[config.mk]
export PLATFORM = sky130hd
export DESIGN_NAME = mac_pfc_link_fault
export DESIGN_NICKNAME = d
export VERILOG_FILES = /design/src/mac_pfc_pkg.sv /design/src/pfc_timer_if.sv /design/src/pfc_pause_timers.sv /design/src/mac_pfc_link_fault.sv
export VERILOG_INCLUDE_DIRS = /design/src
export SDC_FILE = /design/constraint.sdc
export NUM_CORES = 2
export LEC_CHECK = 0
export BUFFER_PORTS_ARGS = -buffer_cell sky130_fd_sc_hd__buf_2
export CORE_UTILIZATION = 52
export DETAILED_ROUTE_END_ITERATION = 8
export PLACE_DENSITY = 0.85
export SYNTH_ARGS = -nofsm -noshare
export SYNTH_HDL_FRONTEND = slang
export SYNTH_HIERARCHICAL = 1
export SYNTH_SLANG_ARGS = --single-unit
export TNS_END_PERCENT = 1
[constraint.sdc]
create_clock -name clk_sys_in -period 2.35 [get_ports clk_sys_in]
set_input_delay 0.3525 -clock clk_sys_in [delete_from_list [all_inputs] [get_ports clk_sys_in]]
set_output_delay 0.3525 -clock clk_sys_in [all_outputs]
set_load 0.01 [all_outputs]
[src/mac_pfc_regs.svh]
// Register offsets, field positions, reset values and timing counts
`ifndef MAC_PFC_REGS_SVH
`define MAC_PFC_REGS_SVH

// ----------------------------------------
// Byte offsets
// ----------------------------------------
`define RX_XFER_CTRL_OFS    15'h0000
`define RX_XFER_STAT_OFS    15'h0004
`define PAD_FCS_OFS         15'h0100
`define LINK_FAULT_OFS      15'h0600
`define RX_PFC_CTRL_OFS     15'h2060
`define RX_SPACE_END        15'h3FFF
`define TX_SPACE_BASE       15'h4000
`define TX_PFC_EN_OFS       15'h4600
`define TX_PFC_QUANTA0_OFS  15'h4604
`define TX_PFC_HOLDOFF0_OFS 15'h4624

// ----------------------------------------
// Fields and reset values
// ----------------------------------------
`define RX_PFC_FWD_BIT      16
`define PAD_FCS_RST         2'h1
`define RX_PFC_IGNORE_RST   1'b1
`define TX_PFC_QUANTA_RST   16'hFFFF
`define TX_PFC_HOLDOFF_RST  16'h0001

// ----------------------------------------
// Link ordered sets, one 32-bit column
// ----------------------------------------
`define LOCAL_FAULT_COL     32'h0100_009C
`define REMOTE_FAULT_COL    32'h0200_009C
`define IDLE_COL            32'h0707_0707
`define SEQ_COL_CTRL        4'h1
`define IDLE_COL_CTRL       4'hF

// ----------------------------------------
// Timing
// ----------------------------------------
`define QUANTA_BITS         512
`define LINE_RATE_MBPS      10000
`define QUANTA_PS           ((`QUANTA_BITS * 1000000) / `LINE_RATE_MBPS)
`define CLK_PERIOD_PS       5000
`define QUANTA_CYCLES       (`QUANTA_PS / `CLK_PERIOD_PS)
`define VALID_COL_LIMIT     127

`endif

[src/mac_pfc_pkg.sv]
// Types shared by the flow control and link fault logic
package mac_pfc_pkg;

  typedef enum logic [1:0] {
    GEN_IDLE = 2'b01,
    GEN_BUSY = 2'b10
  } gen_state_t;

  typedef enum logic [1:0] {
    LF_OK     = 2'b00,
    LF_LOCAL  = 2'b01,
    LF_REMOTE = 2'b10
  } link_fault_t;

endpackage

[src/pfc_timer_if.sv]
// Per-queue pause timer load and flag signals
`timescale 1ns/1ps
`default_nettype none

interface pfc_timer_if #(
  parameter int NQ = 8
);
  logic                 tick;
  logic [NQ-1:0]        load;
  logic [NQ-1:0][15:0]  quanta;
  logic [NQ-1:0]        flag;

  modport ctrl  (output tick, output load, output quanta, input flag);
  modport timer (input tick, input load, input quanta, output flag);
endinterface

`default_nettype wire

[src/pfc_pause_timers.sv]
// Per-queue receive pause timers and pause flags
`timescale 1ns/1ps
`default_nettype none

module pfc_pause_timers #(
  parameter int NQ = 8
) (
  input  wire logic   clk_sys_in,  // System clock
  input  wire logic   nrst_in,     // Async reset, active low
  pfc_timer_if.timer  tmr          // Load and flag bundle
);
  typedef struct packed {
    logic [NQ-1:0][15:0] cnt;
    logic [NQ-1:0]       flag;
  } tmr_state_t;

  tmr_state_t s_q;
  tmr_state_t s_d;

  // ----------------------------------------
  // Countdown per queue
  // ----------------------------------------
  always_comb begin
    s_d = s_q;
    for (int n = 0; n < NQ; n++) begin
      if (tmr.load[n]) begin
        s_d.cnt[n]  = tmr.quanta[n];
        s_d.flag[n] = (tmr.quanta[n] != 16'h0000);
      end else if (s_q.flag[n] && tmr.tick) begin
        if (s_q.cnt[n] <= 16'h0001) begin
          s_d.cnt[n]  = 16'h0000;
          s_d.flag[n] = 1'b0;
        end else begin
          s_d.cnt[n] = s_q.cnt[n] - 16'h0001;
        end
      end
    end
  end

  always_ff @(posedge clk_sys_in or negedge nrst_in) begin
    if (!nrst_in) begin
      s_q <= '0;
    end else begin
      s_q <= s_d;
    end
  end

  assign tmr.flag = s_q.flag;

  for (genvar g = 0; g < NQ; g++) begin : g_chk

  end
endmodule

`default_nettype wire

[src/mac_pfc_link_fault.sv]
// Priority flow control, link fault sublayer and register space of the MAC
//
// Functional notes
// - Two to eight priority queues chosen at build time.
// - Received priority pause frames are dropped unless forwarding is enabled.
// - Received frame with enable n and nonzero quanta raises pause flag n.
// - Received frame with enable n and zero quanta lowers pause flag n.
// - Pause flag n also falls when the queue timer runs out.
// - A newer quanta for a queue reloads its timer, replacing the count.
// - Client requests XOFF or XON per queue; device generates the frame.
// - XOFF sets enable bit n and quanta n from the queue duration register.
// - Successive XOFF requests per queue are spaced by the holdoff register.
// - XON frames carry zero quanta.
// - Local fault in sets status 01 and sends remote fault out.
// - Remote fault in sets status 10.
// - During remote fault, idle is sent on every lane.
// - MAC transmit data is discarded while fault or idle patterns go out.
// - Status returns to 00 after more than 127 valid columns.
// - Frames not addressed to the device are dropped.
// - Receive registers sit at 0x000-0x3FFF, transmit at 0x4000-0x7FFF.
`timescale 1ns/1ps
`default_nettype none
`include "mac_pfc_regs.svh"

module mac_pfc_link_fault
  import mac_pfc_pkg::*;
#(
  parameter int NQ     = 8,   // Priority queues
  parameter bit HAS_RX = 1'b1,
  parameter bit HAS_TX = 1'b1
) (
  input  wire logic             clk_sys_in,               // System clock
  input  wire logic             nrst_in,                  // Async reset, active low
  input  wire logic [12:0]      csr_address_in,           // Word address
  input  wire logic             csr_read_in,              // Read strobe
  input  wire logic             csr_write_in,             // Write strobe
  input  wire logic [31:0]      csr_writedata_in,         // Write data
  output logic      [31:0]      csr_readdata_out,         // Read data
  output logic                  csr_readvalid_out,        // Read data valid
  input  wire logic             pfc_rx_valid_in,          // Parsed pause frame pulse
  input  wire logic [7:0]       pfc_rx_enable_in,         // Parsed enable vector
  input  wire logic [NQ*16-1:0] pfc_rx_quanta_in,         // Parsed quanta, queue 0 low
  input  wire logic [63:0]      rx_data_in,               // Receive frame data
  input  wire logic             rx_valid_in,              // Receive beat valid
  input  wire logic             rx_sop_in,                // Receive start of frame
  input  wire logic             rx_eop_in,                // Receive end of frame
  input  wire logic             rx_is_pfc_in,             // Frame is a pause frame
  input  wire logic             rx_addr_match_in,         // Frame addressed to us
  output logic      [63:0]      rx_data_out,              // Client frame data
  output logic                  rx_valid_out,             // Client beat valid
  output logic                  rx_sop_out,               // Client start of frame
  output logic                  rx_eop_out,               // Client end of frame
  output logic      [NQ-1:0]    rx_queue_pause_flags_out, // Per-queue pause
  input  wire logic [2*NQ-1:0]  tx_queue_pause_request_in,// XOFF high half, XON low
  output logic                  pfc_gen_valid_out,        // Pause frame request
  output logic      [7:0]       pfc_gen_enable_out,       // Enable vector
  output logic      [NQ*16-1:0] pfc_gen_quanta_out,       // Quanta, queue 0 low
  input  wire logic             pfc_gen_ready_in,         // Frame builder accepts
  input  wire logic [63:0]      mac_txd_in,               // MAC transmit data
  input  wire logic [7:0]       mac_txc_in,               // MAC transmit control
  output logic      [63:0]      xgmii_txd_out,            // Link transmit data
  output logic      [7:0]       xgmii_txc_out,            // Link transmit control
  input  wire logic [63:0]      xgmii_rxd_in,             // Link receive data pins
  input  wire logic [7:0]       xgmii_rxc_in,             // Link receive control pins
  output logic      [1:0]       link_fault_status_out     // 00 ok, 01 local, 10 remote
);
  localparam int PRE_MAX = `QUANTA_CYCLES - 1;

  if (NQ < 2 || NQ > 8) begin : g_nq_chk
    $error("NQ must lie between 2 and 8");
  end
  if (!HAS_RX && !HAS_TX) begin : g_var_chk
    $error("at least one path must be built");
  end

  typedef struct packed {
    logic [71:0]         pin_s1;
    logic [71:0]         pin_s2;
    link_fault_t         fault;
    logic [7:0]          vcnt;
    logic [63:0]         txd;
    logic [7:0]          txc;
    logic [3:0]          pre;
    logic                tick;
    logic                rx_dis;
    logic [1:0]          pad_fcs;
    logic [NQ-1:0]       ign;
    logic                fwd;
    logic [NQ-1:0]       tx_en;
    logic [NQ-1:0][15:0] quanta;
    logic [NQ-1:0][15:0] holdoff;
    logic [NQ-1:0][15:0] hcnt;
    logic [31:0]         rdata;
    logic                rvalid;
    logic                keep;
    logic [63:0]         rxd;
    logic                rxv;
    logic                rxs;
    logic                rxe;
    gen_state_t          gen;
    logic [7:0]          gen_en;
    logic [NQ-1:0][15:0] gen_q;
    logic                gen_v;
    logic [NQ-1:0]       load;
    logic [NQ-1:0][15:0] ld_q;
  } state_t;

  state_t s_q;
  state_t s_d;

  pfc_timer_if #(.NQ(NQ)) tmr ();

  // ----------------------------------------
  // Column classifier
  // ----------------------------------------
  function automatic link_fault_t col_kind(input logic [3:0] c, input logic [31:0] d);
    link_fault_t k;
    k = LF_OK;
    if (c == `SEQ_COL_CTRL && d == `LOCAL_FAULT_COL) begin
      k = LF_LOCAL;
    end else if (c == `SEQ_COL_CTRL && d == `REMOTE_FAULT_COL) begin
      k = LF_REMOTE;
    end
    return k;
  endfunction

  logic [14:0]         byte_addr;
  logic                rx_sel;
  logic                tx_sel;
  link_fault_t         kind_lo;
  link_fault_t         kind_hi;
  logic                keep_now;
  logic [NQ-1:0]       xoff_go;
  logic [NQ-1:0]       xon_go;
  logic [NQ-1:0][15:0] rx_q;

  assign byte_addr = {csr_address_in, 2'b00};
  assign rx_sel    = HAS_RX && (byte_addr <= `RX_SPACE_END);
  assign tx_sel    = HAS_TX && (byte_addr >= `TX_SPACE_BASE);
  assign kind_lo   = col_kind(s_q.pin_s2[67:64], s_q.pin_s2[31:0]);
  assign kind_hi   = col_kind(s_q.pin_s2[71:68], s_q.pin_s2[63:32]);
  assign rx_q      = pfc_rx_quanta_in;

  // ----------------------------------------
  // Next state
  // ----------------------------------------
  always_comb begin
    s_d = s_q;

    // Pin synchroniser
    s_d.pin_s1 = {xgmii_rxc_in, xgmii_rxd_in};
    s_d.pin_s2 = s_q.pin_s1;

    // Receive fault state
    if (kind_lo == LF_LOCAL || kind_hi == LF_LOCAL) begin
      s_d.fault = LF_LOCAL;
      s_d.vcnt  = 8'h00;
    end else if (kind_lo == LF_REMOTE || kind_hi == LF_REMOTE) begin
      s_d.fault = LF_REMOTE;
      s_d.vcnt  = 8'h00;
    end else begin
      if (s_q.vcnt <= 8'(`VALID_COL_LIMIT)) begin
        s_d.vcnt = s_q.vcnt + 8'h02;
      end
      if (s_q.vcnt > 8'(`VALID_COL_LIMIT)) begin
        s_d.fault = LF_OK;
      end
    end

    // Transmit pattern select; MAC data dropped during faults
    case (s_q.fault)
      LF_LOCAL: begin
        s_d.txd = {2{`REMOTE_FAULT_COL}};
        s_d.txc = {2{`SEQ_COL_CTRL}};
      end
      LF_REMOTE: begin
        s_d.txd = {2{`IDLE_COL}};
        s_d.txc = {2{`IDLE_COL_CTRL}};
      end
      default: begin
        s_d.txd = mac_txd_in;
        s_d.txc = mac_txc_in;
      end
    endcase

    // Quanta prescaler
    s_d.tick = (s_q.pre == 4'(PRE_MAX));
    s_d.pre  = s_d.tick ? 4'h0 : s_q.pre + 4'h1;

    // Register writes
    if (csr_write_in && rx_sel) begin
      case (byte_addr)
        `RX_XFER_CTRL_OFS: s_d.rx_dis  = csr_writedata_in[0];
        `PAD_FCS_OFS:      s_d.pad_fcs = csr_writedata_in[1:0];
        `RX_PFC_CTRL_OFS: begin
          s_d.ign = csr_writedata_in[NQ-1:0];
          s_d.fwd = csr_writedata_in[`RX_PFC_FWD_BIT];
        end
        default: ;
      endcase
    end
    if (csr_write_in && tx_sel) begin
      if (byte_addr == `TX_PFC_EN_OFS) begin
        s_d.tx_en = csr_writedata_in[NQ-1:0];
      end
      for (int n = 0; n < NQ; n++) begin
        if (byte_addr == `TX_PFC_QUANTA0_OFS + 15'(4 * n)) begin
          s_d.quanta[n] = csr_writedata_in[15:0];
        end
        if (byte_addr == `TX_PFC_HOLDOFF0_OFS + 15'(4 * n)) begin
          s_d.holdoff[n] = csr_writedata_in[15:0];
        end
      end
    end

    // Register reads, unmapped words answer zero
    s_d.rvalid = csr_read_in;
    s_d.rdata  = 32'h0000_0000;
    if (csr_read_in && rx_sel) begin
      case (byte_addr)
        `RX_XFER_CTRL_OFS: s_d.rdata[0]    = s_q.rx_dis;
        `RX_XFER_STAT_OFS: s_d.rdata[0]    = s_q.rx_dis;
        `PAD_FCS_OFS:      s_d.rdata[1:0]  = s_q.pad_fcs;
        `LINK_FAULT_OFS:   s_d.rdata[1:0]  = s_q.fault;
        `RX_PFC_CTRL_OFS: begin
          s_d.rdata[NQ-1:0]            = s_q.ign;
          s_d.rdata[`RX_PFC_FWD_BIT]   = s_q.fwd;
        end
        default: ;
      endcase
    end
    if (csr_read_in && tx_sel) begin
      if (byte_addr == `TX_PFC_EN_OFS) begin
        s_d.rdata[NQ-1:0] = s_q.tx_en;
      end
      for (int n = 0; n < NQ; n++) begin
        if (byte_addr == `TX_PFC_QUANTA0_OFS + 15'(4 * n)) begin
          s_d.rdata[15:0] = s_q.quanta[n];
        end
        if (byte_addr == `TX_PFC_HOLDOFF0_OFS + 15'(4 * n)) begin
          s_d.rdata[15:0] = s_q.holdoff[n];
        end
      end
    end

    // Received pause frame: reload timers of enabled queues
    for (int n = 0; n < NQ; n++) begin
      s_d.load[n] = HAS_RX && pfc_rx_valid_in && pfc_rx_enable_in[n] && !s_q.ign[n];
      s_d.ld_q[n] = rx_q[n];
    end

    // Receive frame filter, decided at start of frame
    s_d.keep  = keep_now;
    s_d.rxd   = rx_data_in;
    s_d.rxv   = rx_valid_in && keep_now;
    s_d.rxs   = rx_sop_in;
    s_d.rxe   = rx_eop_in;

    // Holdoff counters tick in quanta
    for (int n = 0; n < NQ; n++) begin
      if (s_q.tick && s_q.hcnt[n] != 16'h0000) begin
        s_d.hcnt[n] = s_q.hcnt[n] - 16'h0001;
      end
    end

    // Pause frame generation
    case (s_q.gen)
      GEN_IDLE: begin
        if (|(xoff_go | xon_go)) begin
          s_d.gen    = GEN_BUSY;
          s_d.gen_v  = 1'b1;
          s_d.gen_en = 8'h00;
          for (int n = 0; n < NQ; n++) begin
            s_d.gen_en[n] = xoff_go[n] || xon_go[n];
            s_d.gen_q[n]  = xoff_go[n] ? s_q.quanta[n] : 16'h0000;
            if (xoff_go[n]) begin
              s_d.hcnt[n] = s_q.holdoff[n];
            end
          end
        end
      end
      GEN_BUSY: begin
        if (pfc_gen_ready_in) begin
          s_d.gen   = GEN_IDLE;
          s_d.gen_v = 1'b0;
        end
      end
      default: begin
        s_d.gen   = GEN_IDLE;
        s_d.gen_v = 1'b0;
      end
    endcase
  end

  // ----------------------------------------
  // Request qualification
  // ----------------------------------------
  always_comb begin
    keep_now = rx_sop_in ? (!s_q.rx_dis && rx_addr_match_in && (!rx_is_pfc_in || s_q.fwd))
                         : s_q.keep;
    for (int n = 0; n < NQ; n++) begin
      xoff_go[n] = HAS_TX && tx_queue_pause_request_in[NQ+n] && s_q.tx_en[n]
                   && (s_q.hcnt[n] == 16'h0000);
      xon_go[n]  = HAS_TX && tx_queue_pause_request_in[n] && s_q.tx_en[n]
                   && !tx_queue_pause_request_in[NQ+n];
    end
  end

  always_ff @(posedge clk_sys_in or negedge nrst_in) begin
    if (!nrst_in) begin
      s_q         <= '0;
      s_q.pad_fcs <= `PAD_FCS_RST;
      s_q.ign     <= {NQ{`RX_PFC_IGNORE_RST}};
      s_q.quanta  <= {NQ{`TX_PFC_QUANTA_RST}};
      s_q.holdoff <= {NQ{`TX_PFC_HOLDOFF_RST}};
      s_q.gen     <= GEN_IDLE;
      s_q.fault   <= LF_OK;
    end else begin
      s_q <= s_d;
    end
  end

  // ----------------------------------------
  // Timers and outputs
  // ----------------------------------------
  assign tmr.tick   = s_q.tick;
  assign tmr.load   = s_q.load;
  assign tmr.quanta = s_q.ld_q;

  pfc_pause_timers #(.NQ(NQ)) u_timers (
    .clk_sys_in (clk_sys_in),
    .nrst_in    (nrst_in),
    .tmr        (tmr)
  );

  assign csr_readdata_out         = s_q.rdata;
  assign csr_readvalid_out        = s_q.rvalid;
  assign rx_data_out              = s_q.rxd;
  assign rx_valid_out             = s_q.rxv;
  assign rx_sop_out               = s_q.rxs;
  assign rx_eop_out               = s_q.rxe;
  assign rx_queue_pause_flags_out = tmr.flag;
  assign pfc_gen_valid_out        = s_q.gen_v;
  assign pfc_gen_enable_out       = s_q.gen_en;
  assign pfc_gen_quanta_out       = s_q.gen_q;
  assign xgmii_txd_out            = s_q.txd;
  assign xgmii_txc_out            = s_q.txc;
  assign link_fault_status_out    = s_q.fault;
endmodule

`default_nettype wire

* Yosys cells after proc, flatten, opt, wreduce, memory -nomap -nowiden *
Cells that the tools add are included.

word-level totals
  output and inout port bits = 319
  input bits = 416
  register bits = 1132
  word-level logic and storage cells = 442

cells by class
  bitwise logic cells = 1
  add/sub/neg operators = 18
  reduce and logical (&&, ||, !) cells = 179
  magnitude comparators = 12
  eq/ne operators = 38
  mux-type cells = 114

operator list
  operator                                                    count
  two-way mux 16 bit                                          65
  two-way mux 128 bit                                         2
  nonzero test 16 bit                                         16
  subtractor 16 x 1 -> 16 bit (second input constant)         16
  == test 13 bit (second input constant)                      17
  one-hot mux 72 bit (2 select lines)                         1
  two-way mux 139 bit                                         1
  <= comparator 16 x 1 -> 1 bit (second input constant)       8
  zero test 16 bit                                            8
  logical AND 1 bit                                           75
  == test 32 x 25 -> 1 bit (second input constant)            2
  == test 32 x 26 -> 1 bit (second input constant)            2
  AND reduction 2 bit                                         30
  nonzero test 2 bit                                          16
  two-way mux 1 bit                                           28
  two-way mux 8 bit                                           3
  two-way mux 10 bit                                          2
  zero test 1 bit                                             18
  greater-or-equal comparator 15 bit (second input constant)  1
  <= comparator 15 x 14 -> 1 bit (second input constant)      1
  zero test 15 bit                                            1
  == test 13 x 1 -> 1 bit (second input constant)             1
  == test 13 x 12 -> 1 bit (second input constant)            1
  == test 13 x 7 -> 1 bit (second input constant)             1
  22 further kinds                                            46

* Longest topological paths before layout *
  depth after elaboration = 22
  gate-level depth with buffers = 12
  gate-level depth less buffers = 9

* Modules after synthesis *
The synthesis kept the hierarchy.

modules (own cells, without submodules)
  module              seq. area each (um^2)  times used  area an instance (um^2)  cells each
  mac_pfc_link_fault  25056.5                1           39686.8                  3137
  pfc_pause_timers    3403.3                 1           8460.6                   1017

* Worst setup path after synthesis *
OpenSTA, ideal clock, no wires.

  path kind = reg2reg
  start point = register s_q[383] in the netlist's numbering
  end point = register s_q, in the netlist pfc_gen_quanta_out[10]
  arrival time = 2.506 ns
  library setup time = 0.121 ns
  required time = 2.229 ns
  cell stages (with the launch flop) = 9
  slack = -0.277 ns
  path buffers = 2
  clock period less this slack = 2.627 ns
  cell sequence = dfrtp_1 > or4_4 > nand2b_1 > or4_4 > o21ai_1 > o41ai_2 > buf_6 > buf_4 > a22o_1

between the ends
  cells in the longest elaborated chain, start to end = 5
  elaborated cells on any way between the ends = 6
  classes of those cells = mux (1); bitwise (1); reduce/logical (4)

ends and longest elaborated chain
  what                                  line                       RTL
  from (decl)                           mac_pfc_link_fault.sv:108  state_t s_q;
  zero test 16 bit (*)                  mac_pfc_link_fault.sv:303  && (s_q.hcnt[n] == 16'h0000);
  logical AND 1 bit (*)                 mac_pfc_link_fault.sv:303
  OR 8 bit                              mac_pfc_link_fault.sv:269  if (|(xoff_go | xon_go)) begin
  OR reduction 8 bit                    mac_pfc_link_fault.sv:269
  AND reduction 2 bit (no source line)  -

Every way passes the cells marked *; elsewhere a longest branch is shown, timed or not.
A chain may end at the register's enable or synchronous reset.

* Final worst setup path *
  start point = register s_q[495] in the netlist's numbering
  end point = register s_q, in the netlist pfc_gen_quanta_out[100]

between the ends
  cells in the longest elaborated chain, start to end = 5

ends and longest elaborated chain
  what                                  line
  zero test 16 bit                      mac_pfc_link_fault.sv:303
  logical AND 1 bit                     mac_pfc_link_fault.sv:303
  OR 8 bit                              mac_pfc_link_fault.sv:269
  OR reduction 8 bit                    mac_pfc_link_fault.sv:269
  AND reduction 2 bit (no source line)  -

No other way between the ends.

==> results.py <==
metrics = {
    "final_layout": {
        "post-route-util_pct": 67.6,
        "fin_area_um2": 62000,
        "area_delta_synth_final_pct": 28.7,
        "drive_gt1_share_pct": 35.2,
        "nNetsFinal": 5749,
        "nFillCells": 6213,
    },
    "detailed_routing": {
        "viasPerCell": 6.07,
        "dr_wl_met3_um": 18500,
        "drt_drc_violations_left": 0,
        "via_count": 40099,
        "highest_layer": "met5",
        "met2_length_um": 77700,
        "drtPass1Iterations": 9,
        "antenna_left": 0,
        "wl_met1_um": 63900,
        "drt-total-wl_um": 172000,
        "dr.first_iter.drc_count": 4599,
        "routedWlPerCell_um": 26.1,
    },
    "logic_synthesis": {
        "yosys.area_share.simple_pct": 13.6,
        "yosysMostFrequentCell": "dfrtp_1",
        "synth_compound_area_share_pct": 10.2,
        "synth-seq-area-share_pct": 59.1,
        "ys_dominant_reg_cell": "dfrtp_1",
        "synth_top_area_cell": "dfrtp_1",
        "ys_ff_latch": 1130,
        "synthCells": 4154,
        "syn_avg_cell_area_um2": 11.6,
        "synth_cell_types": 92,
        "synth.area.top_cells": "dfrtp_1 51%, dfstp_2 8.0%, mux2_2 6.6%, buf_4 4.9%, nand2_1 3.9%",
        "synth_edf_count": 0,
        "synthTopCellsByCount": "984 x dfrtp_1, 496 x nand2_1, 317 x buf_4",
        "yosysTopAreaCellShare_pct": 51.1,
        "async_reset_ff_share_pct": 100,
        "synth_warnings": 6,
        "synth-adder-area-share_pct": 0.728,
        "muxShareOfSynthArea_pct": 7.09,
        "syn-cell-area_um2": 48100,
        "synth_top_family_by_area": "simple AND/OR/NAND/NOR gates",
        "synth-xor-area-share_pct": 2.20,
    },
    "placement": {
        "dpl.hpwl_um": 115000,
        "gp_congestion": 1.04,
        "placed_area_um2": 54300,
        "preCtsSetupSlack_ns": -0.419,
        "io_buffer_count": 704,
    },
    "pwr": {
        "share_comb_of_total_power_pct": 7.7,
        "power_density_nw_per_um2": 700,
        "p_clk_share_pct": 44.3,
        "p_sw_w": 0.0108,
        "ir_drop_mv": 0.650,
        "p_int_w": 0.0326,
        "swShare_pct": 24.8,
        "p_leak_nw": 28.1,
        "seqPwrFrac_pct": 48.0,
    },
    "critical_path": {
        "cp.required_ns": 2.95,
        "crit_path_end_kind": "register",
        "critPathLaunchType": "register",
        "cp_max_fo": 71,
        "crit_type": "register to register",
        "arrival_ns": 3.36,
    },
    "timing": {
        "setup_viol": 153,
        "skew_ns": 0.0428,
        "slew_viol_final": 0,
        "setup_ws_ns": -0.414,
        "slew_headroom_pct": 45.6,
        "worst_pin_slew_ns": 0.817,
        "timing.final.crit_share_pct": 118,
        "final.min_clock_period_ns": 2.76,
        "rsz0062_at_grt": "true",
        "timing.fmax_ghz": 0.362,
        "hold_viol": 0,
    },
    "floorplan": {
        "core_area_um2": 91700,
        "ioPinCount": 735,
        "die_y_um": 306,
        "std_cell_rows": 111,
        "die_w_um": 306,
        "dieArea_um2": 93800,
        "start_util_pct": 52.5,
    },
    "global_route": {
        "grt_pass1_wl_um": 254000,
        "grt_start_max_net_pins": 113,
        "track_usage_pct": 36.1,
        "overflow": 0,
        "antenna_found_initial": 31,
        "grt_pass1_vias": 40737,
    },
    "cts": {
        "insertion_delay_ns": 0.73,
        "cts_tree": "yes",
        "htreeDepth": 3,
        "root_buffer": "clkbuf_16",
        "cts_buffer_depth": 3,
        "clkTransAtPathRegs_ns": 0.06,
        "numCtsBuffers": 111,
        "clock_sinks": 1130,
    },
    "outcome": {
        "violations": "negative setup slack",
        "status": "complete, but fails checks",
    },
    "worst_hold_path": {
        "min_path_type": "input port to register",
    },
    "run": {
        "max_cap_violations": 0,
    },
}
worst max-delay path, cell delays in order (launching register included):
cell     delay [ns]
dfrtp_1        0.37
or4_4          0.53
or4_4          0.45
o31a_1         0.37
nand4_1        0.17
o41ai_4        0.13
buf_12         0.28
a22o_1         0.26
through the flow:
step	hold slack [ns]	total power, W	cells	TNS [ns]
3_3_place_gp	0.303	0.0236	6028	-87.92
3_5_place_dp	0.304	0.0237	6029	-93.80
6_report	0.0489	0.0434	6602	-49.08
2_1_floorplan	0.0569	0.0222	4168	-23.33
4_1_cts	0.000235	0.0431	6589	-45.37
5_1_grt	0.0299	0.0446	6596	-62.42
power groups by stage:
stage / Clock, W / Sequential (W) / Combinational, W
final: 0.0192 / 0.0208 / 0.00335
after detailed placement: 0 / 0.0210 / 0.00267
after floorplan: 0 / 0.0209 / 0.00131
after CTS: 0.0192 / 0.0207 / 0.00319
after global placement: 0 / 0.0210 / 0.00259
after global routing: 0.0201 / 0.0208 / 0.00360
placed cells by master (no fill, tap or decap), types with 14 or more instances in the layout:
master and n:
buf_2 704, or4_1 20, mux2i_1 16, dlygate4sd3_1 349, nand3_1 70, a31oi_1 14, nand2_1 494, o22ai_1 25
nor4_2 14, a22oi_1 32, o31ai_1 16, clkbuf_8 19, inv_1 71, xor2_1 38, a22o_1 139, or3_1 40
nor4_1 97, dfstp_2 146, mux2_2 284, a21oi_1 106, nand2b_1 31, nand4_1 38, nor2b_1 17, clkbuf_1 17
ha_1 26, nor3_1 115, xnor2_1 83, nand3b_1 27, dfrtp_1 983, a221oi_1 22, buf_4 413, o21ai_0 181
clkinv_2 24, buf_12 44, and3_1 18, conb_1 15, and2_1 51, clkbuf_16 113, nor2_1 158
timing repair:
action,in CTS,in global routing
pin swaps,8,12
setup endpoints to repair,176,231
hold endpoints to repair,556,0
buffers inserted,0,0
gates cloned,0,0
resized for setup,17,36
hold buffers,349,0
layer usage:
metal	vias to the layer above	global-route usage (%)
met3	752	10.3
met1	19910	45.8
met2	2658	55.3
li1	16755	-
met5	-	0
met4	24	21.3
final cells by class:
type | instances | area (um2) | share of cell area [%]
Sequential cell | 1130 | 28500 | 45.9
Multi-Input combinational cell | 2473 | 16700 | 26.9
Timing Repair Buffer | 1516 | 11100 | 17.9
Clock buffer | 149 | 3150 | 5.09
Tap cell | 1186 | 1480 | 2.39
Clock inverter | 62 | 818 | 1.32
Inverter | 73 | 274 | 0.442
Antenna cell | 13 | 32.5 | 0.0525
final timing paths:
kind | slack (ns) | end | start | depth (start not counted)
worst max-delay path | -0.41 | pfc_gen_quanta_out[100] | s_q[495] | 7
worst min-delay path | 0.05 | tmr.load[1] | pfc_rx_valid_in | 3
worst max register to register | -0.41 | pfc_gen_quanta_out[100] | s_q[495] | 7
worst min register to register | 0.33 | s_q[898] | s_d[898] | 0
max in group asynchronous | 1.17 | s_q[657] | nrst_in | 4
min in group asynchronous | 0.14 | pfc_gen_quanta_out[125] | nrst_in | 2
cell families (layout without fill, tap and decap cells):
kind of cell / Yosys count / count (layout)
AO/OA/AOI/OAI: 707 / 707
XOR/XNOR: 121 / 121
adder cells (fa/ha/maj): 28 / 28
buffers and inverters: 565 / 1800
flip-flops: 1130 / 1130
multiplexers: 305 / 305
other: 1 / 28
AND/OR/NAND/NOR: 1297 / 1297
sequential cells by signal, indices dropped and copies added (netlist names), 17 cells and up:
name	flops
pfc_gen_quanta_out	128
u_timers/s_q	128
s_q	618
csr_readdata_out	17
s_d	72
rx_data_out	64
xgmii_txd_out	64
Power figures use the tool's default switching activity.
